File: src/rtl/overtemp_alert_output_bank_map.svh
/*
  Register map, reset values and field positions of the pin
  configuration and over-temperature limit bank.
  Assumes an 8-bit register address and 8-bit register data.
*/
`ifndef OVERTEMP_ALERT_OUTPUT_BANK_MAP_SVH
`define OVERTEMP_ALERT_OUTPUT_BANK_MAP_SVH

// Register byte offsets
`define ADDR_PIN_CFG3    8'h0a
`define ADDR_PIN_CFG4    8'h0b
`define ADDR_FACTORY     8'h0c
`define ADDR_INT_LIMIT   8'h0d
`define ADDR_REM1_LIMIT  8'h0e
`define ADDR_IRQ_STATUS  8'h40
`define ADDR_IRQ_MASK    8'h41
`define ADDR_PIN_DRIVE   8'h42
`define ADDR_PIN_LEVEL   8'h43

// Reset values
`define RST_PIN_CFG      8'h00
`define RST_INT_LIMIT    8'h37
`define RST_REM1_LIMIT   8'h50
`define RST_ZERO8        8'h00
`define RST_EVENTS       3'h0
`define RST_PREV_ACTIVE  8'hff

// Event bit positions in status and mask
`define EV_INT_OVER      0
`define EV_REM1_OVER     1
`define EV_PIN_ASSERT    2
`define EV_W             3

`endif

File: src/rtl/overtemp_alert_output_bank_pkg.sv
/*
  Types shared by the limit bank and its pin cells.
  Assumes nothing beyond a SystemVerilog compiler.
*/
package overtemp_alert_output_bank_pkg;

  // Per-pin configuration pair, direction in the even bit
  typedef struct packed {
    logic polarity;   // 1 = active high, 0 = active low
    logic direction;  // 1 = output, 0 = input
  } pin_cfg_s;

  // Register port request as one bundle
  typedef struct packed {
    logic [7:0] addr;   // Register byte offset
    logic [7:0] wdata;  // Write data
    logic       wr;     // One-cycle write strobe
    logic       rd;     // One-cycle read strobe
  } reg_req_s;

endpackage

File: src/rtl/pin_cell.sv
/*
  One general-purpose pin: applies direction and polarity, drives
  the pin from flip-flops and reports its logical level.
  Assumes the pin input is synchronous to clk.
*/
`timescale 1ns/1ps
module pin_cell
  import overtemp_alert_output_bank_pkg::*;
(
  input  wire logic     clk,        // System clock
  input  wire logic     rst_b,      // Async reset, active low
  input  wire pin_cfg_s cfg,        // Direction and polarity
  input  wire logic     drive,      // Logical value to drive
  input  wire logic     pinIn,      // Level seen on the pin
  output logic          pinOut,     // Level driven on the pin
  output logic          pinOe,      // High while driving the pin
  output logic          active      // Logical (asserted) level
);

  // Polarity maps logical value to pin level both ways
  wire levelOut = cfg.polarity ? drive : ~drive;
  assign active = cfg.polarity ? pinIn : ~pinIn;

  // Pin drivers come from flip-flops, released at reset
  always_ff @(posedge clk or negedge rst_b)
  begin
    if (!rst_b)
    begin
      pinOut <= 1'b0;
      pinOe  <= 1'b0;
    end
    else
    begin
      pinOut <= levelOut;
      pinOe  <= cfg.direction;
    end
  end
endmodule

File: src/rtl/overtemp_alert_output_limits_bank.sv
/*
  Pin configuration and over-temperature limit register bank.
  Holds direction and polarity for pins 8 to 15, the internal
  and first remote limits, an alert pin, and a sticky event status
  with mask and interrupt; the reserved factory register reads 0.
  Assumes a register master that keeps strobes one cycle long,
  never both at once, and temperature readings synchronous to clk.
*/
// Function
// Direction bit 0 input, 1 output
// Polarity bit 0 active low, 1 high
// Bank three: pin 8+n dir 2n, pol 2n+1
// Bank four pins 12-15, resets to zero
// Host never writes factory register
// Internal sensor limit, 8-bit host writable
// Exceeding limit asserts the alert pin
// Internal limit resets to 37h, 55 C
// Remote one limit resets to 50h, 80 C
// Remote one reading exceeding limit alerts
// One degree per bit, compared directly
`include "overtemp_alert_output_bank_map.svh"
`timescale 1ns/1ps
module overtemp_alert_output_limits_bank
  import overtemp_alert_output_bank_pkg::*;
#(
  parameter int PIN_COUNT = 8     // Pins 8 to 15
)
(
  input  wire logic                 clk,          // 40 MHz clock
  input  wire logic                 rst_b,        // Async reset, low
  input  wire reg_req_s             regReq,       // Register request
  output logic [7:0]                regRdata,     // Read data, +1 cycle
  input  wire logic [PIN_COUNT-1:0] pinIn,        // Pin levels in
  output logic [PIN_COUNT-1:0]      pinOut,       // Pin levels out
  output logic [PIN_COUNT-1:0]      pinOe,        // Pin drive enables
  input  wire logic [7:0]           intTemp,      // Internal reading
  input  wire logic [7:0]           remote1Temp,  // Remote one reading
  output logic                      overtempAlertB, // Alert, low active
  output logic                      irq           // Interrupt, level
);

  // Limits and readings are two's complement, one degree per bit,
  // so a signed compare is enough and no scaling is applied.
  function automatic logic exceeds(input logic [7:0] temp,
                                   input logic [7:0] limit);
    exceeds = $signed(temp) > $signed(limit);
  endfunction

  // Register decode of one strobe against one offset
  function automatic logic hit(input logic       strobe,
                               input logic [7:0] addr,
                               input logic [7:0] target);
    hit = strobe && (addr == target);
  endfunction

  // Software-visible state
  logic [7:0]           cfg3;        // Pins 8..11 configuration
  logic [7:0]           cfg4;        // Pins 12..15 configuration
  logic [7:0]           intLimit;    // Internal channel limit
  logic [7:0]           rem1Limit;   // Remote one channel limit
  logic [`EV_W-1:0]     status;      // Sticky event bits
  logic [`EV_W-1:0]     mask;        // Event enables
  logic [PIN_COUNT-1:0] pinDrive;    // Logical output values

  // Block state
  logic                 overInt;     // Internal over limit, held
  logic                 overRem;     // Remote one over limit, held
  logic [PIN_COUNT-1:0] activePrev;  // Logical pin levels, delayed
  logic [PIN_COUNT-1:0] pinActive;   // Logical pin levels now

  // Write decode, one wire per writable register
  wire wrCfg3   = hit(regReq.wr, regReq.addr, `ADDR_PIN_CFG3);
  wire wrCfg4   = hit(regReq.wr, regReq.addr, `ADDR_PIN_CFG4);
  wire wrInt    = hit(regReq.wr, regReq.addr, `ADDR_INT_LIMIT);
  wire wrRem1   = hit(regReq.wr, regReq.addr, `ADDR_REM1_LIMIT);
  wire wrStatus = hit(regReq.wr, regReq.addr, `ADDR_IRQ_STATUS);
  wire wrMask   = hit(regReq.wr, regReq.addr, `ADDR_IRQ_MASK);
  wire wrDrive  = hit(regReq.wr, regReq.addr, `ADDR_PIN_DRIVE);

  // The factory register has no storage and no write decode here,
  // so a stray write to it cannot change anything; it reads 0.

  // Both banks side by side; pin n owns bits 2n and 2n+1
  wire [2*PIN_COUNT-1:0] cfgBank = {cfg4, cfg3};

  // Limit comparison, evaluated every cycle
  wire next_overInt = exceeds(intTemp, intLimit);
  wire next_overRem = exceeds(remote1Temp, rem1Limit);

  // Events: a channel crossing its limit, or an input pin that
  // becomes asserted. Output pins are excluded as they echo drive.
  wire [PIN_COUNT-1:0] inputPins;
  wire evPin = |(pinActive & ~activePrev & inputPins);
  wire [`EV_W-1:0] events;
  assign events[`EV_INT_OVER]   = next_overInt & ~overInt;
  assign events[`EV_REM1_OVER]  = next_overRem & ~overRem;
  assign events[`EV_PIN_ASSERT] = evPin;

  // Write-one-to-clear; a new event in the same cycle wins
  wire [`EV_W-1:0] clrBits = wrStatus ? regReq.wdata[`EV_W-1:0]
                                      : `RST_EVENTS;
  wire [`EV_W-1:0] next_status = (status & ~clrBits) | events;

  // Read selection; unmapped offsets and the factory register read 0
  wire [7:0] statusWord = {{(8-`EV_W){1'b0}}, status};
  wire [7:0] maskWord   = {{(8-`EV_W){1'b0}}, mask};
  wire [7:0] readMux =
    (regReq.addr == `ADDR_PIN_CFG3)   ? cfg3 :
    (regReq.addr == `ADDR_PIN_CFG4)   ? cfg4 :
    (regReq.addr == `ADDR_INT_LIMIT)  ? intLimit :
    (regReq.addr == `ADDR_REM1_LIMIT) ? rem1Limit :
    (regReq.addr == `ADDR_IRQ_STATUS) ? statusWord :
    (regReq.addr == `ADDR_IRQ_MASK)   ? maskWord :
    (regReq.addr == `ADDR_PIN_DRIVE)  ? pinDrive :
    (regReq.addr == `ADDR_PIN_LEVEL)  ? pinActive :
                                        `RST_ZERO8;
  wire [7:0] next_regRdata = regReq.rd ? readMux : `RST_ZERO8;

  // One pin cell per pin, configured from its bit pair
  genvar gi;
  generate
    for (gi = 0; gi < PIN_COUNT; gi++)
    begin : g_pin
      pin_cfg_s cellCfg;  // Pair for this pin
      assign cellCfg = pin_cfg_s'(cfgBank[2*gi +: 2]);
      assign inputPins[gi] = ~cellCfg.direction;
      pin_cell u_cell (
        .clk    (clk),
        .rst_b  (rst_b),
        .cfg    (cellCfg),
        .drive  (pinDrive[gi]),
        .pinIn  (pinIn[gi]),
        .pinOut (pinOut[gi]),
        .pinOe  (pinOe[gi]),
        .active (pinActive[gi])
      );
    end
  endgenerate

  // Pin configuration banks, both cleared at reset
  always_ff @(posedge clk or negedge rst_b)
  begin
    if (!rst_b)
    begin
      cfg3 <= `RST_PIN_CFG;
      cfg4 <= `RST_PIN_CFG;
    end
    else
    begin
      if (wrCfg3)
        cfg3 <= regReq.wdata;
      if (wrCfg4)
        cfg4 <= regReq.wdata;
    end
  end

  // Limits load their power-on thresholds
  always_ff @(posedge clk or negedge rst_b)
  begin
    if (!rst_b)
    begin
      intLimit  <= `RST_INT_LIMIT;
      rem1Limit <= `RST_REM1_LIMIT;
    end
    else
    begin
      if (wrInt)
        intLimit <= regReq.wdata;
      if (wrRem1)
        rem1Limit <= regReq.wdata;
    end
  end

  // Interrupt mask and pin drive values
  always_ff @(posedge clk or negedge rst_b)
  begin
    if (!rst_b)
    begin
      mask     <= `RST_EVENTS;
      pinDrive <= `RST_ZERO8;
    end
    else
    begin
      if (wrMask)
        mask <= regReq.wdata[`EV_W-1:0];
      if (wrDrive)
        pinDrive <= regReq.wdata;
    end
  end

  // Comparator state and the alert pin, high (idle) at reset
  always_ff @(posedge clk or negedge rst_b)
  begin
    if (!rst_b)
    begin
      overInt        <= 1'b0;
      overRem        <= 1'b0;
      overtempAlertB <= 1'b1;
    end
    else
    begin
      overInt        <= next_overInt;
      overRem        <= next_overRem;
      overtempAlertB <= ~(next_overInt | next_overRem);
    end
  end

  // Sticky status, pin history, interrupt and read data
  always_ff @(posedge clk or negedge rst_b)
  begin
    if (!rst_b)
    begin
      status     <= `RST_EVENTS;
      // Seen as asserted: a pin already active at release is no event
      activePrev <= `RST_PREV_ACTIVE;
      irq        <= 1'b0;
      regRdata   <= `RST_ZERO8;
    end
    else
    begin
      status     <= next_status;
      activePrev <= pinActive;
      irq        <= |(next_status & mask);
      regRdata   <= next_regRdata;
    end
  end

  // Helpers that only the checks read: has a register been written
  logic seenCfg4;  // Bank four written since reset
  logic seenInt;   // Internal limit written since reset
  logic seenRem1;  // Remote limit written since reset
  always_ff @(posedge clk or negedge rst_b)
  begin
    if (!rst_b)
    begin
      seenCfg4 <= 1'b0;
      seenInt  <= 1'b0;
      seenRem1 <= 1'b0;
    end
    else
    begin
      seenCfg4 <= seenCfg4 | wrCfg4;
      seenInt  <= seenInt | wrInt;
      seenRem1 <= seenRem1 | wrRem1;
    end
  end
endmodule

File: config.mk
export PLATFORM = sky130hd
export DESIGN_NAME = overtemp_alert_output_limits_bank
export DESIGN_NICKNAME = d
export VERILOG_FILES = /design/src/rtl/overtemp_alert_output_bank_pkg.sv /design/src/rtl/pin_cell.sv /design/src/rtl/overtemp_alert_output_limits_bank.sv
export VERILOG_INCLUDE_DIRS = /design/src /design/src/rtl
export SDC_FILE = /design/constraint.sdc
export NUM_CORES = 1
export LEC_CHECK = 0
export BUFFER_PORTS_ARGS = -buffer_cell sky130_fd_sc_hd__buf_2
export CAP_MARGIN = 20
export CORE_ASPECT_RATIO = 0.5
export CORE_MARGIN = 3
export CORE_UTILIZATION = 45
export CTS_CLUSTER_DIAMETER = 30
export DETAILED_ROUTE_END_ITERATION = 6
export PLACE_DENSITY = 0.66
export RECOVER_POWER = 25
export SETUP_SLACK_MARGIN = 0.05
export SLEW_MARGIN = 20
export SYNTH_ARGS = -nofsm -noshare
export SYNTH_HDL_FRONTEND = slang
export SYNTH_SLANG_ARGS = --single-unit
File: constraint.sdc
create_clock -name clk -period 2.2 [get_ports clk]
set_input_delay 0.44 -clock clk [delete_from_list [all_inputs] [get_ports clk]]
set_output_delay 0.44 -clock clk [all_outputs]
set_load 0.005 [all_outputs]
==> results of run 1 <==
-- metrics by stage --
| stage | std cells | instance area [um^2] | power [mW] | util (%) | hold WS, ps |
|---|---|---|---|---|---|
| floorplan | 325 | 4080 | 1.90 | - | 144 |
| global placement | 494 | 4490 | 2.05 | 53.5 | 435 |
| detailed placement | 494 | 4490 | 2.06 | 53.5 | 443 |
| CTS | 510 | 4760 | 3.40 | 56.6 | 101 |
| global route | 511 | 4770 | 3.53 | 56.7 | 316 |
| finish | 511 | 4770 | 3.39 | 56.7 | 289 |
-- timing repair --
action                                  in CTS  in global routing
hold buffers                                 0                  0
endpoints found under the setup margin       0                  1
gates resized for setup                      0                  2
setup buffers                                0                  1
-- layer usage --
| layer | wire [um] | vias to the layer above | GRT usage (%) |
|---|---|---|---|
| met1 | 4860 | 1394 | 30.9 |
| met3 | 927 | 5 | 5.92 |
| met2 | 4340 | 125 | 30.8 |
| met4 | 64 | 0 | 3.87 |
| met5 | 0 | - | 0 |
| li1 | - | 1289 | - |
-- worst reg2reg max path, delay by kind of cell, from the launching register on --
family,cells,cell delay [ps]
DFF,1,580
AOI/OAI and AO/OA,5,1120
buffers and inverters,1,60
adders and majority gates,1,170
-- registers in the layout, indices dropped and copies added (netlist names) --
register             cells
activePrev               8
regRdata                 8
cfg4                     8
rem1Limit                8
pinDrive                 8
status                   3
g_pin.u_cell.pinOe       8
overtempAlertB           1
overInt                  1
intLimit                 8
g_pin.u_cell.pinOut      8
mask                     3
overRem                  1
cfg3                     8
irq                      1
-- power groups by stage --
| stage | combinational [mW] | sequential [mW] | clock (mW) |
|---|---|---|---|
| 2_1_floorplan | 0.236 | 1.67 | 0 |
| 6_report | 0.377 | 1.67 | 1.35 |
| 5_1_grt | 0.422 | 1.67 | 1.43 |
| 3_5_place_dp | 0.373 | 1.69 | 0 |
| 3_3_place_gp | 0.363 | 1.69 | 0 |
| 4_1_cts | 0.376 | 1.67 | 1.36 |
-- layout make-up --
type	count	area, um^2
Fill cell	742	3630
Multi-Input combinational cell	195	1760
Clock buffer	11	233
Tap cell	112	140
Clock inverter	5	31.3
Timing Repair Buffer	81	435
Inverter	25	93.8
Sequential cell	82	2070
-- cells in the mapped netlist, types with 3 or more instances --
cell type	number
dfrtp_1	66
mux2_2	43
inv_1	25
buf_4	16
dfstp_2	16
ha_1	16
xnor2_1	16
nor2_1	14
a21oi_1	9
nand2_1	8
o21ai_0	7
a222oi_1	6
a22oi_1	5
a31oi_1	5
mux2i_1	5
nand3_1	5
a21boi_0	4
a2bb2oi_1	4
nand4_1	4
a21o_1	3
and2_1	3
clkbuf_1	3
mux4_2	3
nand2_4	3
nand2b_1	3
nor2b_1	3
nor4_4	3
-- worst max path at each step --
stage / to / slack, ps / start / depth (start not counted)
global placement: irq / 90 / regReq[17] / 6
finish: irq / 150 / intLimit[2] / 7
floorplan: irq / 190 / regReq[17] / 6
detailed placement: irq / 40 / regReq[17] / 6
global route: irq / 40 / intLimit[2] / 7
CTS: irq / 130 / rem1Limit[4] / 7
-- kinds of logic (layout without fill, tap and decap cells) --
| group | count (synthesis) | in the layout | share of synthesized area (%) |
|---|---|---|---|
| flip-flops | 82 | 82 | 50.8 |
| AND/OR/NAND/NOR | 56 | 56 | 9.63 |
| XOR/XNOR | 16 | 16 | 3.44 |
| adder cells (fa/ha/maj) | 16 | 16 | 4.91 |
| buffers and inverters | 48 | 122 | 6.14 |
| multiplexers | 51 | 51 | 14.8 |
| AO/OA/AOI/OAI | 56 | 56 | 10.3 |
==> out/results.tsv, run 1 <==
metric	value	unit
status	finished clean	
grt_overflow	0	
routed_wl	10200	um
critPathKind	flop to flop	
via_per_inst	5.50	
switchingPower	849	uW
drtIter0Drc	247	
slowest_stage	dfstp_2	
final_common_cell	buf_2	
drc	0	
synth_cell_type_count	49	
slowest_delay	580	ps
die-width	141	um
cts_buffer_depth	2	
swShare	25.1	%
worst_pin_slew	1040	ps
ir_worst_vdd	404	uV
wl_per_cell	19.9	um
drt_pass1_iterations	5	
port-buffer-count	69	
synth_top_flop_cell	dfrtp_1	
initial_core_util	48.5	%
syn_inst	325	
p_int	2.54	mW
antenna_found_initial	0	
maxSlewViolCount	0	
p_comb_share	11.1	%
most-common-layout-cells	68 x buf_2, 66 x dfrtp_1, 43 x mux2_2, 25 x inv_1	
power_frac_seq	49.2	%
pre_cts_ws	37.0	ps
fin_setup_tns	0	ps
grt_first_pass_wirelength	16300	um
ys_ff_latch	82	
yosysSeqAreaShare	50.8	%
antenna_left	0	
max_freq	487	MHz
start_kind	flop	
fin_ws	147	ps
path_cells	inv_1, ha_1, a21o_1, a21oi_1, o221ai_2, a31o_1, a221o_1	
reg2reg_depth	7	
cts_inserted_buffers	9	
cp.required	2410	ps
synthTopCellsByArea	dfrtp_1 41%, mux2_2 12%, dfstp_2 10%	
clock_skew	7.16	ps
rsz0062_at_grt	no	
coreArea	8400	um^2
ctsHtreeMaxLevel	3	
p_per_area	711	nW/um^2
r2r_end	irq	
synthToLayoutAreaGrowth	16.9	%
rr_startpoint	intLimit[2]	
clk_pin_slew	60	ps
cp.arrival	2260	ps
mappedNetlistNets	385	
report.final.hold_viol_count	0	
drive_gt1_share	43.1	%
r2r_slack	150	ps
die_h	73.3	um
hold_class	input port to asynchronous set/reset pin	
place.gp.congestion	0.966	
yosysTopAreaCell	dfrtp_1	
cp_max_fo	3	
path_delay_family	compound AO/OA/AOI/OAI gates	
min_period_over_period	93.3	%
grtUsageTotal	20.8	%
setup_viol	0	
yosys_warnings	0	
cts.sinks	82	
synth_edf_count	0	
synthArstFlopShare	100	%
grt_pass1_vias	2891	
nets	454	
dpl.hpwl	7690	um
maxCapViolCount	0	
cts_tree	yes	
grt_max_degree	41	
syn_area	4080	um^2
cts-root-buf	clkbuf_16	
clock_latency	330	ps
relSlewSlack	30.5	%
syn_avg_cell_area	12.5	um^2
dieArea	10300	um^2
synth_top_area_share	40.5	%
ios	70	
antenna_cells	0	
crit_buf_inv	1	
setup.worst_path.end_class	flop	
dr_total_vias	2813	
fp-row-count	23	
post-route-min-period	2050	ps
power.leakage	2.23	nW
pwr-share-clk	39.7	%
(Power assumes the default switching activity.)
==> run 2: changes to the inputs <==
Settings changed: CORE_ASPECT_RATIO 0.5 to not set, REMOVE_ABC_BUFFERS set to 1, SLEW_MARGIN 20 to not set.
==> run 2 against run 1 <==
  * Clock skew grew 1.6 ps
  * Largest power group unchanged
  * Highest routed layer unchanged
  * First-iteration DRC count shrank 24%
  * Maximum frequency is 1.2% lower
  * Largest cell class unchanged
  * Cell area up 0.24%
==> out/results.tsv, run 2 (synthesized netlist as in run 1, its figures left out) <==
metric	value	unit	change
antenna_cells	0		unchanged
status	finished clean		
path_depth	6		-1
initial_core_util	46.5	%	-2.0 points
clock_skew	8.81	ps	+1.65 ps
slowest_stage	dfstp_2		
antenna_found_initial	0		unchanged
ir_worst_vdd	358	uV	-11%
dr_total_vias	2815		+0.071%
power_frac_seq	50.0	%	+0.8 points
max_freq	481	MHz	-1.2%
hold_class	input port to asynchronous set/reset pin		
synthToLayoutAreaGrowth	17.2	%	
dieArea	10200	um^2	-0.67%
cts-root-buf	clkbuf_8		
grt_first_pass_wirelength	15900	um	-2.5%
grt_max_degree	46		+12%
p_int	2.46	mW	-3.1%
post-route-min-period	2080	ps	+24.3 ps
final_common_cell	buf_2		
fp-row-count	34		+48%
drive_gt1_share	43.6	%	+0.53 points
cp_max_fo	3		unchanged
pwr-share-clk	38.5	%	-1.2 points
drc	0		unchanged
routed_wl	10000	um	-1.9%
cts_tree	yes		
cp.required	2440	ps	+30 ps
critPathKind	flop to flop		
worst_pin_slew	1120	ps	+74.3 ps
slowest_delay	560	ps	-20 ps
die_h	101	um	+38%
path_cells	inv_1, ha_1, a2111oi_1, a311o_1, a31oi_1, a221o_1		
coreArea	8760	um^2	+4.3%
path_delay_family	compound AO/OA/AOI/OAI gates		
reg2reg_depth	6		-1
grtUsageTotal	20.7	%	-0.11 points
ctsHtreeMaxLevel	3		unchanged
ios	70		unchanged
clk_pin_slew	90	ps	+30 ps
place.gp.congestion	0.891		-7.8%
report.final.hold_viol_count	0		unchanged
grt_overflow	0		unchanged
relSlewSlack	25.5	%	-5.0 points
cts.sinks	82		unchanged
p_per_area	692	nW/um^2	-2.6%
crit_buf_inv	1		unchanged
start_kind	flop		
power.leakage	2.24	nW	+0.15%
drtIter0Drc	188		-24%
die-width	101	um	-28%
port-buffer-count	69		unchanged
nets	456		+0.44%
cts_buffer_depth	2		unchanged
cts_inserted_buffers	9		unchanged
wl_per_cell	19.6	um	-1.5%
drt_pass1_iterations	5		unchanged
setup.worst_path.end_class	flop		
rsz0062_at_grt	no		
cp.arrival	2320	ps	+60 ps
most-common-layout-cells	68 x buf_2, 66 x dfrtp_1, 43 x mux2_2, 25 x inv_1		
min_period_over_period	94.4	%	+1.1 points
p_comb_share	11.4	%	+0.3 points
switchingPower	847	uW	-0.30%
antenna_left	0		unchanged
dpl.hpwl	7480	um	-2.8%
maxSlewViolCount	0		unchanged
setup_viol	0		unchanged
maxCapViolCount	0		unchanged
ctsHoldBuffers	0		unchanged
swShare	25.6	%	+0.53 points
via_per_inst	5.53		+0.46%
clock_latency	350	ps	+20 ps
final_util	54.5	%	-2.2 points
fin_setup_tns	0	ps	unchanged
grt_pass1_vias	2972		+2.8%
[run 2: cell types whose count changed in the layout (fill, tap and decap cells not counted)]
| cell | before | now |
|---|---|---|
| buf_12 | 0 | 3 |
| buf_4 | 12 | 11 |
| bufinv_16 | 0 | 2 |
| clkbuf_1 | 2 | 0 |
| clkbuf_16 | 9 | 0 |
| clkbuf_8 | 0 | 10 |
| clkinv_2 | 3 | 0 |
| clkinv_4 | 0 | 1 |
| inv_8 | 0 | 1 |
| o221ai_1 | 0 | 1 |
| o221ai_2 | 1 | 0 |
[run 2: what timing repair did]
action                     in CTS  in global routing
setup endpoints to repair       0                  1
gates resized for setup         0                  1
buffers inserted                0                  0
[run 2: metal layers]
layer  GRT usage (%)  vias to the layer above  wire [um]
met5               0                        -          0
met4            7.16                        0        138
met3            4.55                       12        537
met2            32.8                       94       4940
met1            28.2                     1414       4380
li1                -                     1295          -
[run 2: worst reg2reg max path: cells and delay by family, from the launching register on]
family | cells | cell delay [ps]
adders and majority gates | 1 | 190
DFF | 1 | 560
buffers and inverters | 1 | 90
AOI/OAI and AO/OA | 4 | 1140
[run 2: path summary, 6_finish.rpt]
check / slack (ps) / startpoint / endpoint
min in group clk: 290 / pinIn[4] / activePrev[4]
hold / removal: 290 / rst_b / cfg3[1]
setup / recovery: 120 / rem1Limit[4] / irq
setup reg to reg: 120 / rem1Limit[4] / irq
hold reg to reg: 440 / cfg4[0] / g_pin[4].u_cell.pinOe
max in group asynchronous: 1040 / rst_b / activePrev[1]
[run 2: power by group through the flow]
stage                     logic (mW)  clock network [mW]  registers [mW]
after floorplan                0.190                   0            1.67
after global placement         0.372                   0            1.68
after detailed placement       0.381                   0            1.68
after CTS                      0.383                1.30            1.66
after global routing           0.422                1.36            1.67
final                          0.378                1.28            1.66
[run 2: layout make-up]
cell class | instances | area, um^2
Tap cell | 108 | 135
Fill cell | 775 | 3980
Timing Repair Buffer | 83 | 488
Sequential cell | 82 | 2070
Inverter | 25 | 93.8
Clock buffer | 10 | 138
Clock inverter | 6 | 96.3
Multi-Input combinational cell | 195 | 1760
[run 2: through the flow]
stage / worst slack, ps / hold slack (ps) / cells / instance area (um^2) / total power, mW
6_report: 123 / 287 / 509 / 4780 / 3.31
5_1_grt: 50.9 / 284 / 509 / 4780 / 3.44
4_1_cts: 78.8 / 85.2 / 509 / 4780 / 3.34
3_5_place_dp: 39.9 / 423 / 493 / 4550 / 2.07
3_3_place_gp: 79.8 / 409 / 493 / 4550 / 2.05
2_1_floorplan: 228 / 144 / 302 / 3920 / 1.86
==> run 3: changes to the inputs <==
Settings changed: CTS_BUF_LIST set to sky130_fd_sc_hd__clkbuf_16, MAX_ROUTING_LAYER set to met4.
==> run 3 against run 2 <==
  * The flow now finishes with violations (design-rule violations, max-capacitance violations, max-slew violations)
  * Register-to-register slack improved by 60 ps
  * Sequential power barely moved
  * Total power rose by 3.8%
  * Sequential share of layout area fell by 0.28 points
  * Setup slack improved by 62 ps
==> out/results.tsv, run 3 (synthesized netlist as in run 1, its figures left out) <==
metric	value	unit	change
status	finished with violations		
failed_checks	design-rule violations, max-capacitance violations, max-slew violations		
grt_overflow	0		unchanged
clk_pin_slew	60	ps	-30 ps
die-width	101	um	unchanged
reg2reg_depth	7		+1
drive_gt1_share	43.3	%	-0.39 points
power.leakage	2.24	nW	+0.28%
cts_tree	yes		
dpl_cell_area	4540	um^2	-0.17%
fp-row-count	34		unchanged
ctsHoldBuffers	0		unchanged
antenna_left	0		unchanged
cts.sinks	82		unchanged
worstHoldPathCells	2		
grt_pass1_vias	2841		-4.4%
clock_latency	340	ps	about the same
rr_startpoint	rem1Limit[4]		
setup.worst_path.end_class	flop		
post-route-min-period	2020	ps	-62.3 ps
cp_max_fo	3		unchanged
maxCapViolCount	1		+1
clock_skew	5.97	ps	-2.84 ps
hold_path_end	activePrev[4]		
relSlewSlack	-18.9	%	-44 points
critPathKind	flop to flop		
min_from	pinIn[4]		
cts_resized	0		unchanged
cp.arrival	2240	ps	-80 ps
coreArea	8760	um^2	unchanged
cp.required	2420	ps	-20 ps
initial_core_util	46.5	%	unchanged
path_delay_family	compound AO/OA/AOI/OAI gates		
slowest_delay	550	ps	about the same
pre_cts_ws	41.1	ps	+1.23 ps
most-common-layout-cells	68 x buf_2, 66 x dfrtp_1, 43 x mux2_2, 25 x inv_1		
grtUsageTotal	20.7	%	+0.045 points
die_h	101	um	unchanged
antenna_cells	0		unchanged
wl_per_cell	19.6	um	-0.43%
start_kind	flop		
drt_pass1_iterations	7		+2
power	3.44	mW	+3.8%
p_per_area	714	nW/um^2	+3.1%
hold_class	input port to flop		
worst_pin_slew	1780	ps	+667 ps
layout.cells.non_filler	508		-0.20%
ctsHtreeMaxLevel	3		unchanged
fin_ws	185	ps	+62.3 ps
report.final.hold_viol_count	0		unchanged
min_period_over_period	91.6	%	-2.8 points
grt_max_degree	51		+11%
maxSlewViolCount	34		+34
synthToLayoutAreaGrowth	18.0	%	
r2r_slack	180	ps	+60 ps
dr_total_vias	2851		+1.3%
routed_wl	9930	um	-0.63%
nets	455		-0.22%
worst_hold_slack	317	ps	+29.7 ps
max_freq	496	MHz	+3.1%
cts_inserted_buffers	9		unchanged
cts_buffer_depth	2		unchanged
antenna_found_initial	0		unchanged
final_common_cell	buf_2		
place.gp.congestion	0.915		+2.7%
rsz0062_at_grt	no		
dieArea	10200	um^2	unchanged
drtIter0Drc	176		-6.4%
cts-root-buf	clkbuf_16		
grt_first_pass_wirelength	15400	um	-3.2%
final_util	54.9	%	+0.36 points
cts_setup_buffers	0		unchanged
dpl.hpwl	7310	um	-2.3%
setup_viol	0		unchanged
fin_area	4810	um^2	+0.65%
port-buffer-count	69		unchanged
crit_start	rem1Limit[4]		
r2r_end	irq		
fin_setup_tns	0	ps	unchanged
slowest_stage	dfstp_2		
ios	70		unchanged
crit_buf_inv	1		unchanged
ir_worst_vdd	290	uV	-19%
drc	7		+7
path_cells	inv_1, ha_1, nand4_1, o21ai_0, a311o_1, a31oi_1, a221o_1		
placedCellCount	492		-0.20%
via_per_inst	5.61		+1.5%
[run 3: where the power goes]
| group | switching [mW] | internal [mW] | total (mW) |
|---|---|---|---|
| combinational | 0.203 | 0.174 | 0.377 |
| clock | 0.627 | 0.774 | 1.40 |
| sequential | 0.0540 | 1.60 | 1.66 |
[run 3: worst register-to-register path, cell delays in order (launching register included)]
cell	delay, ps
dfstp_2	550
inv_1	90
ha_1	310
nand4_1	120
o21ai_0	270
a311o_1	210
a31oi_1	100
a221o_1	260
[run 3: final cells by class]
type                    count  area (um^2)
well taps                 108          135
clock inverters             7         52.6
flip-flops and latches     82         2070
fillers                   758         3950
repair buffers             82          470
multi-input cells         195         1760
clock buffers               9          225
inverters                  25         93.8
[run 3: metal layers]
metal  vias up  part of all wire (%)  track usage (%)
met2       111                    49             32.4
met5         -                     0                -
li1       1294                     -                -
met4         0                   1.5             6.54
met1      1429                    43             27.7
met3        17                   6.5             3.37
[run 3: worst max-delay path by stage]
stage,end,cells after the start,slack (ps)
final,irq,7,180
after global routing,activePrev[3],2,80
after CTS,irq,6,80
after detailed placement,irq,6,40
after global placement,irq,6,80
after floorplan,irq,5,230
